[src/stom_regs.svh]
// Register indices, field positions, reset values and timing constants of the monitor.
`ifndef STOM_REGS_SVH
`define STOM_REGS_SVH

`define STOM_ADDR_W 4
`define STOM_IDX_IN_WORD 4'h0
`define STOM_IDX_IN_FIRST 4'h1
`define STOM_IDX_IN_SECOND 4'h2
`define STOM_IDX_FLT_WORD 4'h3
`define STOM_IDX_FLT_FIRST 4'h4
`define STOM_IDX_FLT_SECOND 4'h5
`define STOM_IDX_STATUS 4'h6
`define STOM_IDX_DISP_CODE 4'h7
`define STOM_IDX_CTRL 4'h8
`define STOM_IDX_OTHER_ERR 4'h9

`define STOM_BIT_FIRST 0
`define STOM_BIT_SECOND 1
`define STOM_BIT_CLEAR 0
`define STOM_BIT_DP 15

`define STOM_CODE_W 16
`define STOM_CODE_OFF 16'h2731
`define STOM_CODE_FLT_FIRST 16'h2732
`define STOM_CODE_FLT_SECOND 16'h2733
`define STOM_OTHER_ERR_RST 16'h0000

`define STOM_SKEW_US 1000
`define STOM_CLK_PERIOD_NS 4
`define STOM_NS_PER_US 1000

`endif

[src/stom_pkg.sv]
// Types shared by the safe-off monitor modules.
package stom_pkg;
    typedef enum logic [0:0] {
        ST_SAFE_OFF = 1'b0,
        ST_STANDBY = 1'b1
    } stom_state_e;
    typedef logic [15:0] stom_code_t;
endpackage : stom_pkg

[src/stom_skew_chan.sv]
// One channel of the discrepancy check between the two safe-off inputs.
`timescale 1ns/1ns
`default_nettype none
`include "stom_regs.svh"
module stom_skew_chan #(
    parameter int SKEW_CYC = (`STOM_SKEW_US * `STOM_NS_PER_US) / `STOM_CLK_PERIOD_NS
) (
    // Clock and reset
    input wire logic clk,
    input wire logic rst,
    // Inputs of this channel and of its partner
    input wire logic own,
    input wire logic partner,
    // Clear request already qualified by both inputs powered
    input wire logic clear_ok,
    // Latched hardware fault of this channel
    output logic fault
);
    localparam int CNT_W = $clog2(SKEW_CYC + 1);
    localparam logic [CNT_W-1:0] SKEW_MAX = CNT_W'(SKEW_CYC);

    logic own_q;
    logic partner_q;
    logic moved;
    logic [CNT_W-1:0] cnt;
    logic next_own_q;
    logic next_partner_q;
    logic next_moved;
    logic [CNT_W-1:0] next_cnt;
    logic next_fault;
    logic mismatch;
    logic own_edge;
    logic partner_edge;
    logic set_fault;

    always_comb begin
        mismatch = own ^ partner;
        own_edge = own ^ own_q;
        partner_edge = partner ^ partner_q;
        next_own_q = own;
        next_partner_q = partner;
        // A channel that moved alone is not the lagging one; a joint move blames both.
        next_moved = mismatch & ~partner_edge & (moved | own_edge);
        if (!mismatch) begin
            next_cnt = '0;
        end else if (cnt == SKEW_MAX) begin
            next_cnt = cnt;
        end else begin
            next_cnt = cnt + CNT_W'(1);
        end
        set_fault = mismatch && (cnt == SKEW_MAX) && !next_moved;
        next_fault = set_fault | (fault & ~clear_ok);
    end

    always_ff @(posedge clk) begin
        if (rst) begin
            own_q <= 1'b0;
            partner_q <= 1'b0;
            moved <= 1'b0;
            cnt <= '0;
            fault <= 1'b0;
        end else begin
            own_q <= next_own_q;
            partner_q <= next_partner_q;
            moved <= next_moved;
            cnt <= next_cnt;
            fault <= next_fault;
        end
    end
endmodule : stom_skew_chan
`default_nettype wire

[src/stom_display.sv]
// Front-panel status code and right-hand decimal point driver.
`timescale 1ns/1ns
`default_nettype none
`include "stom_regs.svh"
module stom_display
    import stom_pkg::*;
(
    // Clock and reset
    input wire logic clk,
    input wire logic rst,
    // Error sources
    input wire logic sto_err,
    input wire logic flt_first,
    input wire logic flt_second,
    input wire stom_code_t other_code,
    // Display outputs
    output stom_code_t disp_code,
    output logic disp_dp
);
    stom_code_t next_code;
    logic next_dp;

    always_comb begin
        // A safe-off error outranks any other error the firmware wants to show.
        if (!sto_err) begin
            next_code = other_code;
        end else if (flt_first) begin
            next_code = `STOM_CODE_FLT_FIRST;
        end else if (flt_second) begin
            next_code = `STOM_CODE_FLT_SECOND;
        end else begin
            next_code = `STOM_CODE_OFF;
        end
        next_dp = sto_err;
    end

    always_ff @(posedge clk) begin
        if (rst) begin
            disp_code <= `STOM_OTHER_ERR_RST;
            disp_dp <= 1'b0;
        end else begin
            disp_code <= next_code;
            disp_dp <= next_dp;
        end
    end
endmodule : stom_display
`default_nettype wire

[src/stom_monitor.sv]
// Safe-off monitor top: power-stage gating, discrepancy faults, status registers.
`timescale 1ns/1ns
`default_nettype none
`include "stom_regs.svh"
module stom_monitor
    import stom_pkg::*;
#(
    parameter int SKEW_CYC = (`STOM_SKEW_US * `STOM_NS_PER_US) / `STOM_CLK_PERIOD_NS,
    parameter int DATA_W = 16
) (
    // Clock and reset
    input wire logic clk,
    input wire logic rst,
    // Safety inputs, high while powered
    input wire logic first_safe_off_input,
    input wire logic second_safe_off_input,
    // Register port
    input wire logic [`STOM_ADDR_W-1:0] addr,
    input wire logic [DATA_W-1:0] wdata,
    input wire logic wr,
    input wire logic rd,
    output logic [DATA_W-1:0] rdata,
    // Power stage and status
    output logic power_stage_en,
    output logic status_out,
    // Front-panel display
    output stom_code_t disp_code,
    output logic disp_dp
);
    localparam int CNT_W = $clog2(SKEW_CYC + 1);

    stom_state_e state;
    stom_state_e next_state;
    logic next_en;
    logic [DATA_W-1:0] next_rdata;
    stom_code_t other_err;
    stom_code_t next_other_err;
    logic both_on;
    logic clr_pulse;
    logic clear_ok;
    logic flt_first;
    logic flt_second;
    logic [1:0] in_word;
    logic [1:0] flt_word;

    assign in_word = {second_safe_off_input, first_safe_off_input};
    assign flt_word = {flt_second, flt_first};
    assign both_on = first_safe_off_input & second_safe_off_input;
    assign clr_pulse = wr && (addr == `STOM_IDX_CTRL) && wdata[`STOM_BIT_CLEAR];
    assign clear_ok = clr_pulse & both_on;

    stom_skew_chan #(
        .SKEW_CYC(SKEW_CYC)
    ) u_chan_first (
        .clk(clk),
        .rst(rst),
        .own(first_safe_off_input),
        .partner(second_safe_off_input),
        .clear_ok(clear_ok),
        .fault(flt_first)
    );

    stom_skew_chan #(
        .SKEW_CYC(SKEW_CYC)
    ) u_chan_second (
        .clk(clk),
        .rst(rst),
        .own(second_safe_off_input),
        .partner(first_safe_off_input),
        .clear_ok(clear_ok),
        .fault(flt_second)
    );

    // The stage starts off after reset, so power-up itself needs a clear.
    always_comb begin
        next_state = state;
        case (state)
            ST_STANDBY: begin
                if (!both_on) begin
                    next_state = ST_SAFE_OFF;
                end
            end
            ST_SAFE_OFF: begin
                if (clear_ok) begin
                    next_state = ST_STANDBY;
                end
            end
            default: begin
                next_state = ST_SAFE_OFF;
            end
        endcase
        next_en = (next_state == ST_STANDBY);
    end

    always_ff @(posedge clk) begin
        if (rst) begin
            state <= ST_SAFE_OFF;
            power_stage_en <= 1'b0;
            status_out <= 1'b0;
        end else begin
            state <= next_state;
            power_stage_en <= next_en;
            status_out <= next_en;
        end
    end

    // Register file: one writable code, one clear strobe, the rest read-only state.
    always_comb begin
        next_other_err = other_err;
        if (wr && (addr == `STOM_IDX_OTHER_ERR)) begin
            next_other_err = wdata[`STOM_CODE_W-1:0];
        end
        next_rdata = '0;
        if (rd) begin
            case (addr)
                `STOM_IDX_IN_WORD: next_rdata[1:0] = in_word;
                `STOM_IDX_IN_FIRST: next_rdata[0] = first_safe_off_input;
                `STOM_IDX_IN_SECOND: next_rdata[0] = second_safe_off_input;
                `STOM_IDX_FLT_WORD: next_rdata[1:0] = flt_word;
                `STOM_IDX_FLT_FIRST: next_rdata[0] = flt_first;
                `STOM_IDX_FLT_SECOND: next_rdata[0] = flt_second;
                `STOM_IDX_STATUS: next_rdata[0] = status_out;
                `STOM_IDX_DISP_CODE: next_rdata[`STOM_CODE_W-1:0] = disp_code;
                `STOM_IDX_OTHER_ERR: next_rdata[`STOM_CODE_W-1:0] = other_err;
                default: next_rdata = '0;
            endcase
        end
    end

    always_ff @(posedge clk) begin
        if (rst) begin
            other_err <= `STOM_OTHER_ERR_RST;
            rdata <= '0;
        end else begin
            other_err <= next_other_err;
            rdata <= next_rdata;
        end
    end

    stom_display u_display (
        .clk(clk),
        .rst(rst),
        .sto_err(state == ST_SAFE_OFF),
        .flt_first(flt_first),
        .flt_second(flt_second),
        .other_code(other_err),
        .disp_code(disp_code),
        .disp_dp(disp_dp)
    );

    // Helper for the skew check: how long the inputs have disagreed, saturating.
    logic [CNT_W-1:0] mlen;
    logic [CNT_W-1:0] next_mlen;
    logic mism;
    assign mism = first_safe_off_input ^ second_safe_off_input;
    always_comb begin
        if (!mism) begin
            next_mlen = '0;
        end else if (mlen == CNT_W'(SKEW_CYC)) begin
            next_mlen = mlen;
        end else begin
            next_mlen = mlen + CNT_W'(1);
        end
    end
    always_ff @(posedge clk) begin
        if (rst) begin
            mlen <= '0;
        end else begin
            mlen <= next_mlen;
        end
    end
endmodule : stom_monitor
`default_nettype wire

[config.mk]
export PLATFORM = sky130hd
export DESIGN_NAME = stom_monitor
export DESIGN_NICKNAME = d
export VERILOG_FILES = /design/src/stom_pkg.sv /design/src/stom_skew_chan.sv /design/src/stom_display.sv /design/src/stom_monitor.sv
export VERILOG_INCLUDE_DIRS = /design/src
export SDC_FILE = /design/constraint.sdc
export NUM_CORES = 1
export LEC_CHECK = 0
export ABC_CLOCK_PERIOD_IN_PS = 4100
export BUFFER_PORTS_ARGS = -buffer_cell sky130_fd_sc_hd__clkbuf_2
export CORE_ASPECT_RATIO = 1.2
export CORE_MARGIN = 2
export CORE_UTILIZATION = 35
export CTS_CLUSTER_SIZE = 24
export DETAILED_ROUTE_END_ITERATION = 12
export GPL_TIMING_DRIVEN = 0
export PLACE_DENSITY = 0.66
export SYNTH_ARGS = -nofsm -noshare
export SYNTH_HDL_FRONTEND = slang
export SYNTH_SLANG_ARGS = --single-unit
[constraint.sdc]
create_clock -name clk -period 4.1 [get_ports clk]
set_input_delay 0.615 -clock clk [delete_from_list [all_inputs] [get_ports clk]]
set_output_delay 0.615 -clock clk [all_outputs]
set_load 0.05 [all_outputs]
[After elaboration in Yosys (flattened, before gate mapping)]
Index checks and enable logic that the tools add are counted.
Word-level totals
  register bits: 92
  input bits: 26
  word-level logic and storage cells: 70
Operators by class
  add/sub/neg operators: 2
  equal/unequal tests: 11
  muxes and demuxes: 9
  bitwise operators: 21
  reductions and logical operators: 14
Operator list (number)
  adder 18 x 1 -> 18 bit (second input constant): 2
  equality test 18 bit (second input constant): 2
  two-way mux 16 bit: 2
  one-hot mux 14 bit (2 select lines): 1
  equality test 4 x 3 -> 1 bit (second input constant): 4
  AND 1 bit: 8
  equality test 4 x 2 -> 1 bit (second input constant): 2
  equality test 4 bit (second input constant): 2
  OR reduction 2 bit: 4
  logical AND 1 bit: 7
  one-hot mux 1 bit (7 select lines): 1
  inverter 1 bit: 6
  equality test 4 x 1 -> 1 bit (second input constant): 1
  logical NOT 4 bit: 1
  bitwise OR 1 bit: 4
  one-hot mux 1 bit (4 select lines): 1
  XOR 1 bit: 3
  logical NOT 1 bit: 2
  two-way mux 1 bit: 2
  two-way mux 2 bit: 1
  one-hot mux 1 bit (2 select lines): 1

[Depth between registers and ports, before layout]
  depth after elaboration: 7
  depth in mapped cells: 8

[Hierarchy]
Synthesis repeated with hierarchy kept, for this count alone.
Second synthesis, totals
  cell total of the unflattened synthesis: 452
  area total of the unflattened synthesis: 4000.1 µm²
By module, submodules not included
  stom_skew_chan: instances 2, cells an instance 124, area an instance 1068.5 µm²
  stom_monitor: instances 1, cells an instance 157, area an instance 1365.1 µm²
  stom_display: instances 1, cells an instance 47, area an instance 498.0 µm²

[Worst setup path after synthesis]
OpenSTA, ideal clock, no wires.
  path type: input port to flip-flop
  from: input port addr[1]
  to: register other_err[14]
  setup time: 0.071 ns
  arrival: 1.817 ns
  setup slack: 2.212 ns
  stages on the path: 8
  path buffers: 4
  cells stage by stage: buf_2 -> nor4bb_1 -> clkbuf_1 -> and2_1 -> clkbuf_2 -> buf_4 -> nand2_1 -> a21oi_1
Between the ends
  longest elaborated chain between the ends: 2
RTL lines
  start, declared: line stom_monitor.sv:18  | input wire logic [`STOM_ADDR_W-1:0] addr,
  equality test 4 bit
  logical AND 1 bit: line stom_monitor.sv:110  | if (wr && (addr == `STOM_IDX_OTHER_ERR)) begin
  end signal, assigned: line stom_monitor.sv:132  | other_err <= `STOM_OTHER_ERR_RST;
  end signal, assigned: line stom_monitor.sv:135  | other_err <= next_other_err;
  end, declared: line stom_monitor.sv:36  | stom_code_t other_err;
No other way between the ends.
A chain may end at the register's enable or synchronous reset.

[Worst setup path in the final report]
  from: input port addr[3]
  to: register other_err[15]
Same word-level chain as after synthesis.

==> flow_summary.json <==
{
  "rsz0062_at_grt": "false",
  "drt_iter0_drc": 157,
  "endpoint_kind": "flip-flop",
  "final_cell_mix": "92 x dfxtp_1, 58 x clkbuf_2, 47 x nand2_1",
  "drv_slew": 0,
  "ys.flop_type": "dfxtp_1",
  "hp-start": "other_err[9]",
  "r2r_end": "u_chan_second.cnt[17]",
  "setup_viol": 0,
  "start_util": 0.358,
  "drv_cap": 0,
  "dr_total_vias": 3250,
  "routed_via_density": 5.12,
  "cts_max_level": 3,
  "diodes": 0,
  "placed_cells": 620,
  "clk_pin_slew_worst_paths_ns": 0.07,
  "worstPathArrival_ns": 2.13,
  "pre_cts_ws_ns": 1.82,
  "status": "complete, no violations",
  "worstHoldEndpoint": "u_display.disp_code[9]",
  "ys_seq_elements": 92,
  "tritoncts": "done",
  "rrSetupSlack_ns": 2.33,
  "syn_area_sq_um": 3760,
  "pwr-share-seq": 0.470,
  "core_sq_um": 10500,
  "dr.pass1.iters": 5,
  "drcViolationCount": 0,
  "postSynthCellCount": 435,
  "hold_violations": 0,
  "avgSynthCellArea_sq_um": 8.65,
  "cp_max_fo": 10,
  "worstRegToRegCells": 4,
  "ys.warnings.count": 0,
  "grt_use_total": 0.149,
  "setup_ws_ns": 2.17,
  "min_path_type": "flip-flop to flip-flop",
  "final_common_cell": "dfxtp_1",
  "tightestPinTransition_ns": 0.565,
  "multi_input_area_sq_um": 1750,
  "async_reset_ff_frac": 0,
  "internal_power_uw": 1530,
  "min_period_ns": 1.93,
  "p_sw_frac": 0.213,
  "fin_skew_ns": 0.00669,
  "nets": 533,
  "yosysSeqAreaShare": 0.489,
  "crit_path_start_kind": "input port",
  "synth_cell_types": 50,
  "max_freq_mhz": 518,
  "cp.required_ns": 4.30,
  "slew_headroom": 0.623,
  "nFillCells": 1039,
  "fp.dieH_um": 118,
  "clkPwrFrac": 0.479,
  "grt_pass1_wl_um": 14200,
  "grt_overflow": 0,
  "fin_tns_setup_ns": 0,
  "cts-buffers-inserted": 9,
  "ios": 61,
  "post-cts-setup-buffer-count": 0,
  "synth-edff-count": 0,
  "startpoint": "addr[3]",
  "ctsHoldBuffers": 0,
  "antenna_found_initial": 0,
  "clock_latency_ns": 0.34,
  "rows": 41,
  "root_buffer": "clkbuf_16",
  "cts_max_path_buffers": 2,
  "die_w_um": 98.7,
  "gp_congestion": 0.773,
  "switching_power_uw": 414,
  "postRouteAntennaNets": 0,
  "holdPathStages": 2,
  "regArea_sq_um": 1840,
  "drive_gt1_frac": 0.166,
  "powerDensity_nw_per_um2": 428,
  "syn-num-nets": 466,
  "grt_max_degree": 16,
  "grt_pass1_vias": 3108,
  "post_drt_wl_per_cell_um": 13.3,
  "post-route-period-util": 0.471,
  "ctsResizeCount": 0,
  "comb_power_share": 0.050,
  "instances_no_fill": 635,
  "portBuffers": 56,
  "numClockSinks": 92,
  "critPathKind": "input port to flip-flop",
  "drt_wl_total_um": 8430,
  "fp.dieArea_sq_um": 11600,
  "finish.utilization": 0.432,
  "leakage_uw": 0.00167,
  "dp.final_hpwl_um": 6180,
  "area_delta_synth_final_pct": 20.7,
  "ir_drop_uv": 235,
  "reg2reg_from": "u_chan_second.cnt[2]"
}
## Yosys cell counts, types with 3 or more instances
library cell | n | area [sq um]
nand2b_1 | 5 | 31.3
nor3_1 | 9 | 45.0
or3_1 | 9 | 56.3
buf_2 | 3 | 15.0
a21oi_1 | 43 | 215
nor2b_1 | 3 | 18.8
and3_1 | 4 | 25.0
clkbuf_1 | 13 | 48.8
nor2_1 | 46 | 173
ha_1 | 5 | 62.6
o21ai_0 | 12 | 60.1
nand3b_1 | 4 | 30.0
o211ai_1 | 3 | 22.5
nand4_1 | 10 | 62.6
xnor2_1 | 8 | 70.1
dfxtp_1 | 92 | 1840
nand2_1 | 47 | 176
nand3_1 | 20 | 100
and4_1 | 3 | 26.3
and2_1 | 10 | 62.6
a22oi_1 | 14 | 105
inv_1 | 19 | 71.3
or4_1 | 5 | 37.5
xor2_1 | 12 | 105
## final cells by class
cell class / count / share of cell area
clock buffers: 9 / 0.0496
clock inverters: 6 / 0.0251
repair buffers: 56 / 0.0617
multi-input cells: 302 / 0.386
inverters: 19 / 0.0157
well taps: 129 / 0.0355
flip-flops and latches: 92 / 0.405
plain buffers: 22 / 0.0212
## flip-flops by register name (all words and copies together) (netlist names)
register and flops:
state 1, u_chan_second.fault 1, u_chan_first.fault 1, rdata 16, u_chan_second.partner_q 1, u_chan_first.moved 1, u_display.disp_code 16, u_chan_second.cnt 18
u_chan_second.own_q 1, u_display.disp_dp 1, u_chan_first.cnt 18, other_err 16, u_chan_second.moved 1
## power groups by stage
stage / registers (uW) / logic [uW] / clock network, uW
global placement: 934 / 96.4 / 0
detailed placement: 934 / 98.1 / 0
finish: 914 / 98.1 / 931
CTS: 914 / 99.0 / 944
global route: 916 / 109 / 983
floorplan: 950 / 47.0 / 0
## through the flow
step	hold slack, ns	area, sq um	power (uW)
floorplan	0.439	3760	997
global placement	0.449	4210	1030
detailed placement	0.453	4210	1030
CTS	0.463	4540	1960
global route	0.484	4540	2010
finish	0.462	4540	1940
## worst max-delay path, stage by stage
cell and delay [ns]:
clkbuf_2 0.15, nor4bb_1 0.29, clkbuf_1 0.34, nand2_1 0.25, clkbuf_1 0.29, nand2_1 0.13
a21oi_1 0.07
## routing by layer
metal	global-route usage	vias up	routed length, um
met4	0.0659	0	127
met1	0.177	1531	3710
met5	0	-	0
li1	-	1642	-
met3	0.0333	11	383
met2	0.255	66	4210
## kinds of logic after synthesis
| family | share of synthesized area |
|---|---|
| XOR/XNOR | 0.0465 |
| adder cells (fa/ha/maj) | 0.0166 |
| flip-flops | 0.489 |
| buffers and inverters | 0.0445 |
| AO/OA/AOI/OAI | 0.131 |
| AND/OR/NAND/NOR | 0.267 |
| multiplexers | 0.00532 |
## worst max-delay path by stage
stage	slack [ns]	cells past startpoint	endpoint
2_1_floorplan	2.21	8	other_err[14]
3_3_place_gp	1.84	7	other_err[14]
3_5_place_dp	1.82	7	other_err[6]
4_1_cts	2.17	7	other_err[6]
5_1_grt	2.05	7	other_err[15]
6_report	2.17	7	other_err[15]
Power figures use the tool's default switching activity.
